--- config.mk ---
export PLATFORM = sky130hd
export DESIGN_NAME = bdsj_core
export DESIGN_NICKNAME = d
export VERILOG_FILES = /design/src/core/bdsj_pkg.sv /design/src/core/bdsj_core.sv /design/src/core/bdsj_decode.sv /design/src/core/bdsj_alu.sv
export SDC_FILE = /design/constraint.sdc
export NUM_CORES = 1
export LEC_CHECK = 0
export BUFFER_PORTS_ARGS = -buffer_cell sky130_fd_sc_hd__buf_2
export CAP_MARGIN = 20
export CORE_ASPECT_RATIO = 2
export CORE_MARGIN = 5
export CORE_UTILIZATION = 55
export DETAILED_ROUTE_END_ITERATION = 12
export PLACE_DENSITY = 0.8
export SETUP_SLACK_MARGIN = 0.2
export SYNTH_ARGS = -nofsm -noshare
export SYNTH_HDL_FRONTEND = slang
export SYNTH_SLANG_ARGS = --single-unit
--- constraint.sdc ---
create_clock -name clk_sys -period 6.9 [get_ports clk_sys]
set_input_delay 1.035 -clock clk_sys [delete_from_list [all_inputs] [get_ports clk_sys]]
set_output_delay 1.035 -clock clk_sys [all_outputs]
set_load 0.03 [all_outputs]
--- src/core/bdsj_pkg.sv ---
// Package with opcodes, phases, flag positions and timing for the decimal/decrement/jump unit.
package bdsj_pkg;
    // Opcode patterns on bits 15..9 of the instruction word; the jump pattern is on bits 15..13.
    localparam logic [6:0] OPC_DAW = 7'h17;
    localparam logic [6:0] OPC_DEC = 7'h03;
    localparam logic [6:0] OPC_DSZ = 7'h0B;
    localparam logic [6:0] OPC_DSNZ = 7'h13;
    localparam logic [6:0] OPC_INC = 7'h0A;
    localparam logic [2:0] OPC_JMP = 3'h6;
    // Flag bit positions in the 4-bit status nibble.
    localparam int FLG_C = 0;
    localparam int FLG_DC = 1;
    localparam int FLG_Z = 2;
    localparam int FLG_OV = 3;
    localparam logic [3:0] BCD_LIMIT = 4'h9;
    localparam logic [3:0] BCD_FIX = 4'h6;
    localparam logic [7:0] RST_ACC = 8'h00;
    localparam logic [15:0] RST_PC = 16'h0000;
    localparam logic [3:0] RST_FLAGS = 4'h0;
    localparam int PHASES = 4;
    typedef enum logic [3:0] {
        PH_DECODE = 4'h1,
        PH_READ = 4'h2,
        PH_PROC = 4'h4,
        PH_WRITE = 4'h8
    } bdsj_phase_t;
    typedef enum logic [5:0] {
        OP_NONE = 6'h00,
        OP_DAW = 6'h01,
        OP_DEC = 6'h02,
        OP_DSZ = 6'h04,
        OP_DSNZ = 6'h08,
        OP_INC = 6'h10,
        OP_JMP = 6'h20
    } bdsj_op_t;
endpackage

--- src/core/bdsj_core.sv ---
// Execution unit for decimal adjust, decrement, skips, increment and in-page jump.
//
// Implementation choices: the address-and-strobe port and the register offsets.
`timescale 1ns/1ps
module bdsj_core
    import bdsj_pkg::*;
(
    // Clock and reset
    input wire logic clk_sys,
    input wire logic nrst,
    // Fetch side
    input wire logic insn_valid,
    input wire logic [15:0] insn,
    output logic insn_ready,
    output logic flush,
    // Register file
    input wire logic [7:0] rf_rdata,
    output logic [7:0] rf_addr,
    output logic rf_rd,
    output logic rf_wr,
    output logic [7:0] rf_wdata,
    // Architectural state
    output logic [7:0] working_accumulator,
    output logic [3:0] flags,
    output logic [15:0] pc,
    output logic [7:0] pc_high_latch,
    output logic [3:0] phase
);
    bdsj_phase_t ph_q, ph_d;
    bdsj_op_t op_q, op_dec;
    logic [15:0] ir_q;
    logic idle_q, idle_d;
    logic [7:0] opnd_q, acc_q, res_q, wd_q, addr_q, plat_q;
    logic [3:0] flg_q, fl_q;
    logic [15:0] pc_q;
    logic busy_q, rd_q, wr_q, fl_flush_q;
    wire [7:0] alu_res;
    wire [3:0] alu_flg;

    bdsj_decode u_dec (
        .insn(insn),
        .op(op_dec)
    );
    bdsj_alu u_alu (
        .op(op_q),
        .acc(acc_q),
        .opnd(opnd_q),
        .flags_in(flg_q),
        .result(alu_res),
        .flags_out(alu_flg)
    );

    wire dbit = ir_q[8];
    wire start = insn_valid && !busy_q;
    wire is_jmp = (op_q == OP_JMP);
    wire to_reg = (op_q == OP_DAW) || dbit;
    wire to_acc = (op_q == OP_DAW) ? !dbit : !dbit;
    wire res_zero = (res_q == 8'h00);
    wire do_skip = ((op_q == OP_DSZ) && res_zero) || ((op_q == OP_DSNZ) && !res_zero);
    wire [15:0] jmp_pc = {pc_q[15:13], ir_q[12:0]};
    wire last_ph = (ph_q == PH_WRITE);
    // The skip is decided from the result registered in the process phase, so the
    // idle cycle can be scheduled at the same write edge.
    wire need_idle = last_ph && !idle_q && (is_jmp || do_skip);

    always_comb
    begin
        case (ph_q)
            PH_DECODE: ph_d = (busy_q || start) ? PH_READ : PH_DECODE;
            PH_READ: ph_d = PH_PROC;
            PH_PROC: ph_d = PH_WRITE;
            PH_WRITE: ph_d = PH_DECODE;
            default: ph_d = PH_DECODE;
        endcase
    end
    assign idle_d = need_idle ? 1'b1 : (last_ph ? 1'b0 : idle_q);

    always_ff @(posedge clk_sys)
    begin
        if (!nrst)
        begin
            ph_q <= PH_DECODE;
            op_q <= OP_NONE;
            ir_q <= 16'h0000;
            idle_q <= 1'b0;
            busy_q <= 1'b0;
            opnd_q <= 8'h00;
            res_q <= 8'h00;
        end
        else
        begin
            ph_q <= ph_d;
            idle_q <= idle_d;
            if (ph_q == PH_DECODE && start)
            begin
                busy_q <= 1'b1;
                ir_q <= insn;
                op_q <= op_dec;
            end
            if (ph_q == PH_READ && !idle_q)
                opnd_q <= rf_rdata;
            if (ph_q == PH_PROC && !idle_q)
                res_q <= alu_res;
            if (last_ph && !need_idle)
                busy_q <= 1'b0;
        end
    end

    // Architectural state and register-file strobes.
    always_ff @(posedge clk_sys)
    begin
        if (!nrst)
        begin
            acc_q <= RST_ACC;
            flg_q <= RST_FLAGS;
            pc_q <= RST_PC;
            plat_q <= 8'h00;
            rd_q <= 1'b0;
            wr_q <= 1'b0;
            wd_q <= 8'h00;
            addr_q <= 8'h00;
            fl_flush_q <= 1'b0;
        end
        else
        begin
            rd_q <= 1'b0;
            wr_q <= 1'b0;
            fl_flush_q <= 1'b0;
            if (ph_q == PH_DECODE && start)
            begin
                addr_q <= insn[7:0];
                rd_q <= (op_dec != OP_JMP) && (op_dec != OP_NONE);
            end
            if (ph_q == PH_PROC && !idle_q && op_q != OP_JMP && op_q != OP_NONE)
            begin
                wd_q <= alu_res;
                wr_q <= to_reg;
                if (to_acc)
                    acc_q <= alu_res;
                if (op_q == OP_DAW || op_q == OP_DEC || op_q == OP_INC)
                    flg_q <= alu_flg;
            end
            if (last_ph && !idle_q && is_jmp)
            begin
                pc_q <= jmp_pc;
                plat_q <= jmp_pc[15:8];
            end
            else if (last_ph && !idle_q && busy_q)
                pc_q <= pc_q + 16'h0001;
            if (need_idle)
                fl_flush_q <= 1'b1;
        end
    end

    assign rf_addr = addr_q;
    assign rf_rd = rd_q;
    assign rf_wr = wr_q;
    assign rf_wdata = wd_q;
    assign working_accumulator = acc_q;
    assign flags = flg_q;
    assign pc = pc_q;
    assign pc_high_latch = plat_q;
    assign phase = ph_q;
    assign flush = fl_flush_q;
    assign insn_ready = fl_flush_q ? 1'b0 : !busy_q ? 1'b1 : 1'b0;

    a_phase_order: assert property (@(posedge clk_sys) disable iff (!nrst)
        (ph_q == PH_READ) |=> (ph_q == PH_PROC) ##1 (ph_q == PH_WRITE))
        else $error("phase order broken");
    a_jump_latch: assert property (@(posedge clk_sys) disable iff (!nrst)
        (last_ph && !idle_q && is_jmp) |=> (pc_high_latch == pc[15:8]))
        else $error("pc high latch not loaded");
    a_jump_page: assert property (@(posedge clk_sys) disable iff (!nrst)
        (last_ph && !idle_q && is_jmp) |=> (pc[15:13] == $past(pc_q[15:13])))
        else $error("jump left page");
    a_jump_idle: assert property (@(posedge clk_sys) disable iff (!nrst)
        (last_ph && !idle_q && is_jmp) |=> idle_q [*4])
        else $error("jump idle cycle missing");
    a_skip_flush: assert property (@(posedge clk_sys) disable iff (!nrst)
        (last_ph && !idle_q && do_skip) |=> flush ##1 (idle_q && !rf_wr) [*3])
        else $error("skip idle cycle missing");
    a_skip_flags: assert property (@(posedge clk_sys) disable iff (!nrst)
        ((op_q == OP_DSZ || op_q == OP_DSNZ) && ph_q == PH_PROC) |=> $stable(flags))
        else $error("skip op changed flags");
    a_daw_write: assert property (@(posedge clk_sys) disable iff (!nrst)
        (op_q == OP_DAW && ph_q == PH_PROC && !idle_q) |=> rf_wr)
        else $error("adjust not written to location");
    a_dec_zero: assert property (@(posedge clk_sys) disable iff (!nrst)
        (op_q == OP_DEC && ph_q == PH_PROC && !idle_q && alu_res == 8'h00)
        |=> flags[FLG_Z])
        else $error("zero flag not set");
endmodule // bdsj_core

--- src/core/bdsj_decode.sv ---
// Instruction word classifier.
`timescale 1ns/1ps
module bdsj_decode
    import bdsj_pkg::*;
(
    // Instruction word
    input wire logic [15:0] insn,
    // Class
    output bdsj_op_t op
);
    wire [6:0] hi7 = insn[15:9];
    assign op = (insn[15:13] == OPC_JMP) ? OP_JMP :
                (hi7 == OPC_DAW) ? OP_DAW :
                (hi7 == OPC_DEC) ? OP_DEC :
                (hi7 == OPC_DSZ) ? OP_DSZ :
                (hi7 == OPC_DSNZ) ? OP_DSNZ :
                (hi7 == OPC_INC) ? OP_INC : OP_NONE;
endmodule // bdsj_decode

--- src/core/bdsj_alu.sv ---
// Arithmetic for decimal adjust, increment and decrement.
`timescale 1ns/1ps
module bdsj_alu
    import bdsj_pkg::*;
(
    // Operands
    input wire bdsj_op_t op,
    input wire logic [7:0] acc,
    input wire logic [7:0] opnd,
    input wire logic [3:0] flags_in,
    // Results
    output logic [7:0] result,
    output logic [3:0] flags_out
);
    wire lo_fix = (acc[3:0] > BCD_LIMIT) || flags_in[FLG_DC];
    wire hi_fix = (acc[7:4] > BCD_LIMIT) || flags_in[FLG_C];
    wire [4:0] lo_sum = {1'b0, acc[3:0]} + {1'b0, (lo_fix ? BCD_FIX : 4'h0)};
    // Each nibble is fixed on its own; the low nibble's overflow does not ripple upward.
    wire [4:0] hi_sum = {1'b0, acc[7:4]} + {1'b0, (hi_fix ? BCD_FIX : 4'h0)};
    wire inc = (op == OP_INC);
    wire [8:0] ar = inc ? ({1'b0, opnd} + 9'h001) : ({1'b0, opnd} + 9'h0FF);
    wire [4:0] hr = inc ? ({1'b0, opnd[3:0]} + 5'h01) : ({1'b0, opnd[3:0]} + 5'h0F);
    wire ov = inc ? (ar[7:0] == 8'h80) : (ar[7:0] == 8'h7F);
    always_comb
    begin
        result = ar[7:0];
        flags_out = flags_in;
        if (op == OP_DAW)
        begin
            result = {hi_sum[3:0], lo_sum[3:0]};
            flags_out[FLG_C] = hi_sum[4] | flags_in[FLG_C];
        end
        else if (op == OP_DEC || op == OP_INC)
        begin
            // Decrement is add of 0xFF, so carry means no borrow.
            flags_out = {ov, (ar[7:0] == 8'h00), hr[4], ar[8]};
        end
    end
endmodule // bdsj_alu

Word-level counts from Yosys, hierarchy flattened
Index checks and enable logic that the tools add are counted.

Flip-flop bits (word level): 96. Word-level logic and storage cells: 116. Input port bits: 27.

Multiplexer cells: 23. Bitwise gates (word level): 5. Reductions and logical operators: 41. Equality and inequality tests: 20. $lt $le $gt $ge: 2. Add/subtract/negate cells: 7.

Operators with widths (number): $mux 6 (5); $mux 13 (2); $add 16x1->16 const B (1); $logic_not 8->1 (2); $eq 7x4->1 const B (2); $eq 7x5->1 const B (2); $logic_and 1x1->1 (14); $ne 6x6->1 const B (2); $pmux 4 s3 (1); $reduce_bool 6->1 (2); $mux 5 (2); $add 8x1->9 const B (1); $add 8x8->9 const B (1); $logic_or 1x1->1 (9); $mux 9 (1); $eq 8x7->1 const B (1); $eq 8x8->1 const B (1); $gt 4x4->1 const B (2); $mux 1 (8); $mux 8 (1); $reduce_and 2->1 (4); $eq 7x2->1 const B (1); $eq 6x1->1 const B (1); $eq 6x2->1 const B (1); 22 further kinds (31).

Depth between registers and ports, before layout
Gate-level depths: netlist of run 1.

Depth in word-level cells: 9. Depth in mapped cells: 10. Gate-level depth less buffers: 9.

Hierarchy
A second synthesis of run 1 with hierarchy kept.

Cells, all modules: 535. Area, all modules: 4504.3 um^2.

Modules (own cells, without submodules): bdsj_core (seq. area each 1761.7 um^2, area each 3699.8 um^2, instances 1, cells an instance 439); bdsj_alu (seq. area each 0.0 um^2, area each 720.7 um^2, instances 1, cells an instance 85); bdsj_decode (seq. area each 0.0 um^2, area each 83.8 um^2, instances 1, cells an instance 11).

Worst setup path before layout of run 1
OpenSTA, ideal clock, no wires.

Path kind: register -> register. Start point: register op_q[2]. End point: register flg_q[3], in the netlist flags[3]. Data required time: 6.807 ns. Stages on the path, launching flop included: 10. Buffers on the path: 0. Setup time: 0.093 ns. Slack: 4.061 ns. Data arrival time: 2.745 ns. Path through: dfxtp_1 > nor3_1 > nand3_1 > fa_1 > a21oi_1 > o21bai_1 > a211oi_1 > a31oi_1 > or4_4 > o311ai_2.

Cells in the longest elaborated chain, start to end: 4.

RTL lines: start, declared (line bdsj_core.sv:30) `bdsj_op_t op_q, op_dec;`; start signal, assigned (line bdsj_core.sv:98) `op_q <= op_dec;`; $eq 6x5->1 (tied with other cells) (line bdsj_core.sv:140, bdsj_alu.sv:20, bdsj_alu.sv:33); $mux 9 (tied with other cells) (line bdsj_alu.sv:21) `wire [8:0] ar = inc ? ({1'b0, opnd} + 9'h001) : ({1'b0, opnd} + 9'h0FF);`; $eq 8x7->1 (tied with other cells) (line bdsj_alu.sv:23) `wire ov = inc ? (ar[7:0] == 8'h80) : (ar[7:0] == 8'h7F);`; $mux 1 / $reduce_and 4->1 (equally long branches); end signal, assigned (line bdsj_core.sv:141) `flg_q <= alu_flg;`; end, declared (line bdsj_core.sv:34) `logic [3:0] flg_q, fl_q;`.

Several ways; a longest one is shown, not always the timed one. A chain may end at the register's enable or synchronous reset.

Worst setup path in the final report of run 1
Same ends and word-level chain as after synthesis.

==> impl_metrics.toml, run 1 <==
[cts]
hold_buffers = 0
h-tree-depth = 3
clkLatencyLatePin_ns = 0.34
clkTransAtPathRegs_ns = 0.06
cts_resized = 0
cts_tree = "done"
cts_root_buffer = "clkbuf_16"
cts_buffer_depth = 2
numCtsBuffers = 9
cts_sinks = 88
post-cts-setup-buffers = 0

[synth]
syn_nets = 571
syn_area_per_cell_um2 = 8.20
yosysWarnings = 0
ys_seq_area_frac = 0.408
postSynthCellCount = 527
synth_edf_count = 0
yosys.cell_types.count = 57
syn_area_um2 = 4320
ys_seq_elements = 88
synthArstFlopShare = 0
ys.flop_type = "dfxtp_1"

[setup_path]
cp-end-kind = "flip-flop"
critPathTopFamily = "simple AND/OR/NAND/NOR gates"
start_kind = "flip-flop"
crit_required_ns = 7.15
cp_slowest_stage_delay_ns = 0.56
cp_num_buf_inv = 0
path_class = "flip-flop to flip-flop"
cp_slowest_cell = "fa_1"
reg2regPathDepth = 9
crit_arrival_ns = 3.58
crit_chain = "nor3_1 -> nand3_1 -> fa_1 -> a21oi_1 -> o21bai_1 -> a211oi_1 -> a31oi_1 -> or4_4 -> o311ai_2"
crit_cells = 9
worstPathMaxFanout = 12

[drt]
first_pass_iters = 5
wire_per_inst_um = 16.7
via_per_inst = 5.93
top_layer_used = "met4"
drt-initial-drc-count = 292
dr_wl_met2_um = 6430
ant_nets = 0
wl_met3_um = 689
via_count = 4094
m1WireLength_um = 3890
wirelength_um = 11500
drcViolationCount = 0

[sta]
period_share = 0.484
setup_viol = 0
slew_headroom = 0.288
rsz0062_at_grt = "no"
fin_tns_setup_ns = 0
layout_min_cycle_time_ns = 3.34
finClkSkew_ns = 0.00572
worst_pin_slew_ns = 1.07
final_hold_viol_count = 0
drv_slew = 0
clock.fmax_mhz = 300
timing.final.ws_setup_ns = 3.56

[min_path]
min_path_type = "flip-flop to flip-flop"
holdPathStages = 2

[placed_design]
routabilityCongestion = 0.907
postPlaceCellArea_um2 = 4710
port_buffers = 86
place_hpwl_um = 8580
pre_cts_slack_ns = 3.59

[finish]
layout_commonest_cell = "dfxtp_1"
antenna_cells = 0
final_area_um2 = 5060
layout_common_cells = "dfxtp_1 (88), buf_2 (86), nand2_1 (73), a21oi_1 (64), nor2_1 (58)"
area_delta_synth_final_pct = 17.2
drive_gt1_frac = 0.196
nets = 635

[global_route]
grt_first_pass_wirelength_um = 18100
grt-ovfl-total = 0
grt_max_degree = 71
grt_use_total = 0.235
grt_pass1_vias = 3969
antenna_found_initial = 0

[floorplan]
dieHeight_um = 135
die_area_um2 = 9840
coreArea_um2 = 7660
rows = 45
die_w_um = 72.7
start_util = 0.564
ios = 87

[power]
seqPwrFrac = 0.442
p_switching_w = 0.000293
clkPwrFrac = 0.463
leakagePower_nw = 2.08
design_power_total_w = 0.00120
ir_worst_vdd_v = 0.000143
p_int_w = 0.000912
combinationalPowerShare = 0.095
powerDensity_nw_per_um2 = 238
switching_share = 0.243

[status]
status = "finished, final reports clean"

[flow_run]
cap_violations = 0
layout make-up:
cell class	count	area, um2
Inverter	10	37.5
Sequential cell	88	1760
Clock buffer	9	225
Multi-Input combinational cell	393	2350
Fill cell	660	2590
Tap cell	94	118
Timing Repair Buffer	89	453
Clock inverter	7	119
worst min-delay path, stage by stage (launching register included):
cell     delay, ns
dfxtp_1       0.31
nand2_1       0.05
a21oi_1       0.05
state kept, by name, indices dropped and copies added, names as in the netlist, 4 cells and up:
name                 flops
flags                    4
pc                      16
ir_q                    13
opnd_q                   8
op_q                     6
working_accumulator      8
pc_high_latch            8
phase                    4
res_q                    8
rf_wdata                 8
stage by stage:
| step | util | hold slack (ns) | std cells |
|---|---|---|---|
| after global routing | 0.661 | 0.469 | 690 |
| after floorplan | - | 0.437 | 527 |
| final | 0.661 | 0.455 | 690 |
| after CTS | 0.660 | 0.459 | 689 |
| after global placement | 0.615 | 0.439 | 673 |
| after detailed placement | 0.615 | 0.450 | 673 |
path summary, 6_finish.rpt:
path              slack (ns)          endpoint        startpoint
hold / removal          0.46  pc_high_latch[0]  pc_high_latch[0]
hold reg to reg         0.46  pc_high_latch[0]  pc_high_latch[0]
setup reg to reg        3.56          flags[3]           op_q[2]
setup / recovery        3.56          flags[3]           op_q[2]
power by group through the flow:
stage                logic, W  clock network [W]  registers (W)
detailed placement   0.000114                  0       0.000543
global placement     0.000111                  0       0.000542
global route         0.000125           0.000584       0.000533
finish               0.000115           0.000558       0.000532
floorplan           0.0000842                  0       0.000541
CTS                  0.000114           0.000565       0.000532
logic make-up (layout without fill, tap and decap cells):
| group | after synthesis | in the layout | synth area share |
|---|---|---|---|
| and+or+nand+nor | 207 | 207 | 0.229 |
| adders and majority gates | 17 | 17 | 0.0544 |
| DFF | 88 | 88 | 0.408 |
| buffers and inverters | 46 | 115 | 0.0484 |
| muxes | 19 | 19 | 0.0440 |
| AOI/OAI and AO/OA | 135 | 135 | 0.186 |
| xor gates and xnor gates | 15 | 15 | 0.0304 |
synth_stat cells, types with 2 or more instances:
library cell  number  share of area
buf_2              2         0.0023
o31ai_1            2         0.0035
nor3b_1            3         0.0052
and4_1             2         0.0041
nor2b_1            4         0.0058
fa_1               3          0.014
mux2i_1           19          0.044
xnor2_1            6          0.012
or2_2              3         0.0043
a22oi_1            4         0.0070
o21ai_0           30          0.035
nor4_1             3         0.0043
xor2_1             9          0.018
nor3_1             8         0.0093
clkbuf_1          25          0.022
o22ai_1            3         0.0043
ha_1              14          0.041
nand3b_1           6          0.010
dfxtp_1           88           0.41
nand3_1           15          0.017
and2_1             3         0.0043
o211ai_1           3         0.0052
a211oi_1           9          0.016
and3_1             7          0.010
buf_4              9          0.016
nand4_1            6         0.0087
nor4b_1            2         0.0041
inv_1              9         0.0078
nand2_1           73          0.063
nand2b_1           6         0.0087
a21oi_1           64          0.074
nor2_1            58          0.050
a31oi_1            5         0.0072
metal layers:
metal | GRT usage | vias to the layer above
met5 | 0 | -
met3 | 0.0401 | 38
li1 | - | 1977
met1 | 0.217 | 1906
met4 | 0.153 | 0
met2 | 0.448 | 173
Note: power is estimated with default switching activity, not from simulation.
==> run 2: changes to the inputs <==
Clock period 6.9 ns to 3.24 ns, I/O delays scaled along.
==> run 2 against run 1 <==
Effect of this change: wire length rose by 5.3%; via count fell by 1.6%; worst hold slack got worse by 0.071 ns; power rose by 91%; critical endpoint unchanged; critical path depth rose by 1; sequential power rose by 110%; core utilization fell by 0.31 points; largest cell class unchanged; die area did not move.
==> impl_metrics.toml, run 2 (synthesized netlist as in run 1, its figures left out) <==
[sta]
worst_pin_slew_ns = 0.804
slew_headroom = 0.459
setup_viol = 0
final_hold_viol_count = 0
clock.fmax_mhz = 351
finClkSkew_ns = 0.00733
drv_slew = 0
fin_tns_setup_ns = 0
period_share = 0.879
layout_min_cycle_time_ns = 2.85
rsz0062_at_grt = "no"

[min_path]
hold_end = "opnd_q[4]"
min_from = "rf_rdata[4]"
holdPathStages = 3
min_path_type = "primary input to flip-flop"

[finish]
drive_gt1_frac = 0.206
final-seq-area_um2 = 1760
final_cells = 695
multi_input_area_um2 = 2360
antenna_cells = 0
largest_reg_flops = 16
layout_common_cells = "dfxtp_1 (88), buf_2 (86), nand2_1 (73), a21oi_1 (63), nor2_1 (58)"
fill_cells = 693
nets = 643
area_delta_synth_final_pct = 16.7
layout_commonest_cell = "dfxtp_1"

[power]
switching_share = 0.260
p_int_w = 0.00170
powerDensity_nw_per_um2 = 456
clkPwrFrac = 0.394
seqPwrFrac = 0.494
ir_worst_vdd_v = 0.000270
leakagePower_nw = 2.08
p_switching_w = 0.000597
combinationalPowerShare = 0.112

[drt]
first_pass_iters = 4
wirelength_um = 12100
via_per_inst = 5.80
drcViolationCount = 0
drt-initial-drc-count = 257
wire_per_inst_um = 17.4
via_count = 4029
ant_nets = 0

[global_route]
antenna_found_initial = 0
grt_use_total = 0.253
grtUsageMet2 = 0.485
grt-busiest-layer = "met2"
grt_pass1_vias = 4033
grt_max_degree = 45
grt_use_met3 = 0.0416
grt-ovfl-total = 0
met1_usage = 0.238
grt_first_pass_wirelength_um = 19200

[setup_path]
start_kind = "flip-flop"
cp-end-kind = "flip-flop"
timing.rr.end = "flags[3]"
crit_required_ns = 3.48
crit_arrival_ns = 3.09
r2r_start = "op_q[2]"
worstPathMaxFanout = 12
path_class = "flip-flop to flip-flop"
reg2regPathDepth = 10
reg2reg_slack_ns = 0.39

[cts]
cts_tree = "done"
cts_sinks = 88
clkLatencyLatePin_ns = 0.34
cts_buffer_depth = 2
numCtsBuffers = 9
h-tree-depth = 3
clkTransAtPathRegs_ns = 0.06
cts_root_buffer = "clkbuf_16"
hold_buffers = 0

[status]
status = "finished, final reports clean"

[placed_design]
place_hpwl_um = 9440
routabilityCongestion = 0.902
place_inst = 681
port_buffers = 86

[floorplan]
dieHeight_um = 135
die_w_um = 72.7
rows = 45
ios = 87
start_util = 0.564
die_area_um2 = 9840
coreArea_um2 = 7660

[flow_run]
cap_violations = 0
## run 2: changes by cell type in the layout (fill, tap and decap cells not counted)
| cell | change |
|---|---|
| buf_4 | +8 |
| bufinv_16 | -3 |
| a2111oi_0 | -1 |
| a2111oi_1 | +1 |
| a21oi_1 | -1 |
| a21oi_2 | +1 |
| clkinv_2 | +1 |
| inv_6 | -1 |
| nor3_1 | -1 |
| nor3_2 | +1 |
## run 2: stage by stage
| stage | cell area (um2) | hold slack, ns | setup slack (ns) | util | total power, W |
|---|---|---|---|---|---|
| after global routing | 5040 | 0.392 | 0.212 | 0.658 | 0.00238 |
| after global placement | 4770 | 0.439 | 0.329 | 0.623 | 0.00140 |
| final | 5040 | 0.384 | 0.391 | 0.658 | 0.00230 |
| after detailed placement | 4770 | 0.447 | 0.282 | 0.623 | 0.00141 |
| after CTS | 5020 | 0.376 | 0.279 | 0.656 | 0.00230 |
| after floorplan | 4320 | 0.437 | 0.401 | - | 0.00133 |
## run 2: power groups by stage
stage / sequential (W) / combinational [W] / clock [W]
after floorplan: 0.00115 / 0.000179 / 0
after global placement: 0.00116 / 0.000248 / 0
after detailed placement: 0.00116 / 0.000251 / 0
after CTS: 0.00113 / 0.000251 / 0.000919
after global routing: 0.00114 / 0.000280 / 0.000962
final: 0.00113 / 0.000257 / 0.000905
## run 2: worst max-delay path by stage
stage / start / slack [ns] / endpoint
floorplan: op_q[2] / 0.40 / flags[3]
global placement: op_q[2] / 0.33 / res_q[7]
detailed placement: op_q[2] / 0.28 / flags[3]
CTS: op_q[3] / 0.28 / flags[3]
global route: op_q[2] / 0.21 / res_q[7]
finish: op_q[2] / 0.39 / flags[3]
## run 2: worst max-delay path, cell delays in order (launching register included)
cell	delay, ns
dfxtp_1	0.36
nor3_2	0.24
nand3_1	0.12
buf_4	0.20
ha_1	0.32
a211o_1	0.31
o21ai_0	0.10
xor2_1	0.28
o211ai_1	0.13
or4_4	0.44
o311ai_2	0.26
## run 2: layout make-up
| cell class | count | area share |
|---|---|---|
| Clock inverter | 4 | 0.00497 |
| Clock buffer | 9 | 0.0447 |
| Sequential cell | 88 | 0.350 |
| Tap cell | 94 | 0.0233 |
| Multi-Input combinational cell | 393 | 0.468 |
| Inverter | 10 | 0.00745 |
| Timing Repair Buffer | 97 | 0.102 |
## run 2: routing by layer
metal | share of wire | routed length (um) | vias up
met5 | 0 | 0 | -
met4 | 0.050 | 607 | 0
met3 | 0.037 | 450 | 41
met2 | 0.57 | 6930 | 111
met1 | 0.34 | 4130 | 1882
li1 | - | - | 1995
## run 2: what timing repair did
action | CTS | global route
resized for setup | 0 | 3
buffers inserted | 0 | 1
setup endpoints to repair | 0 | 5
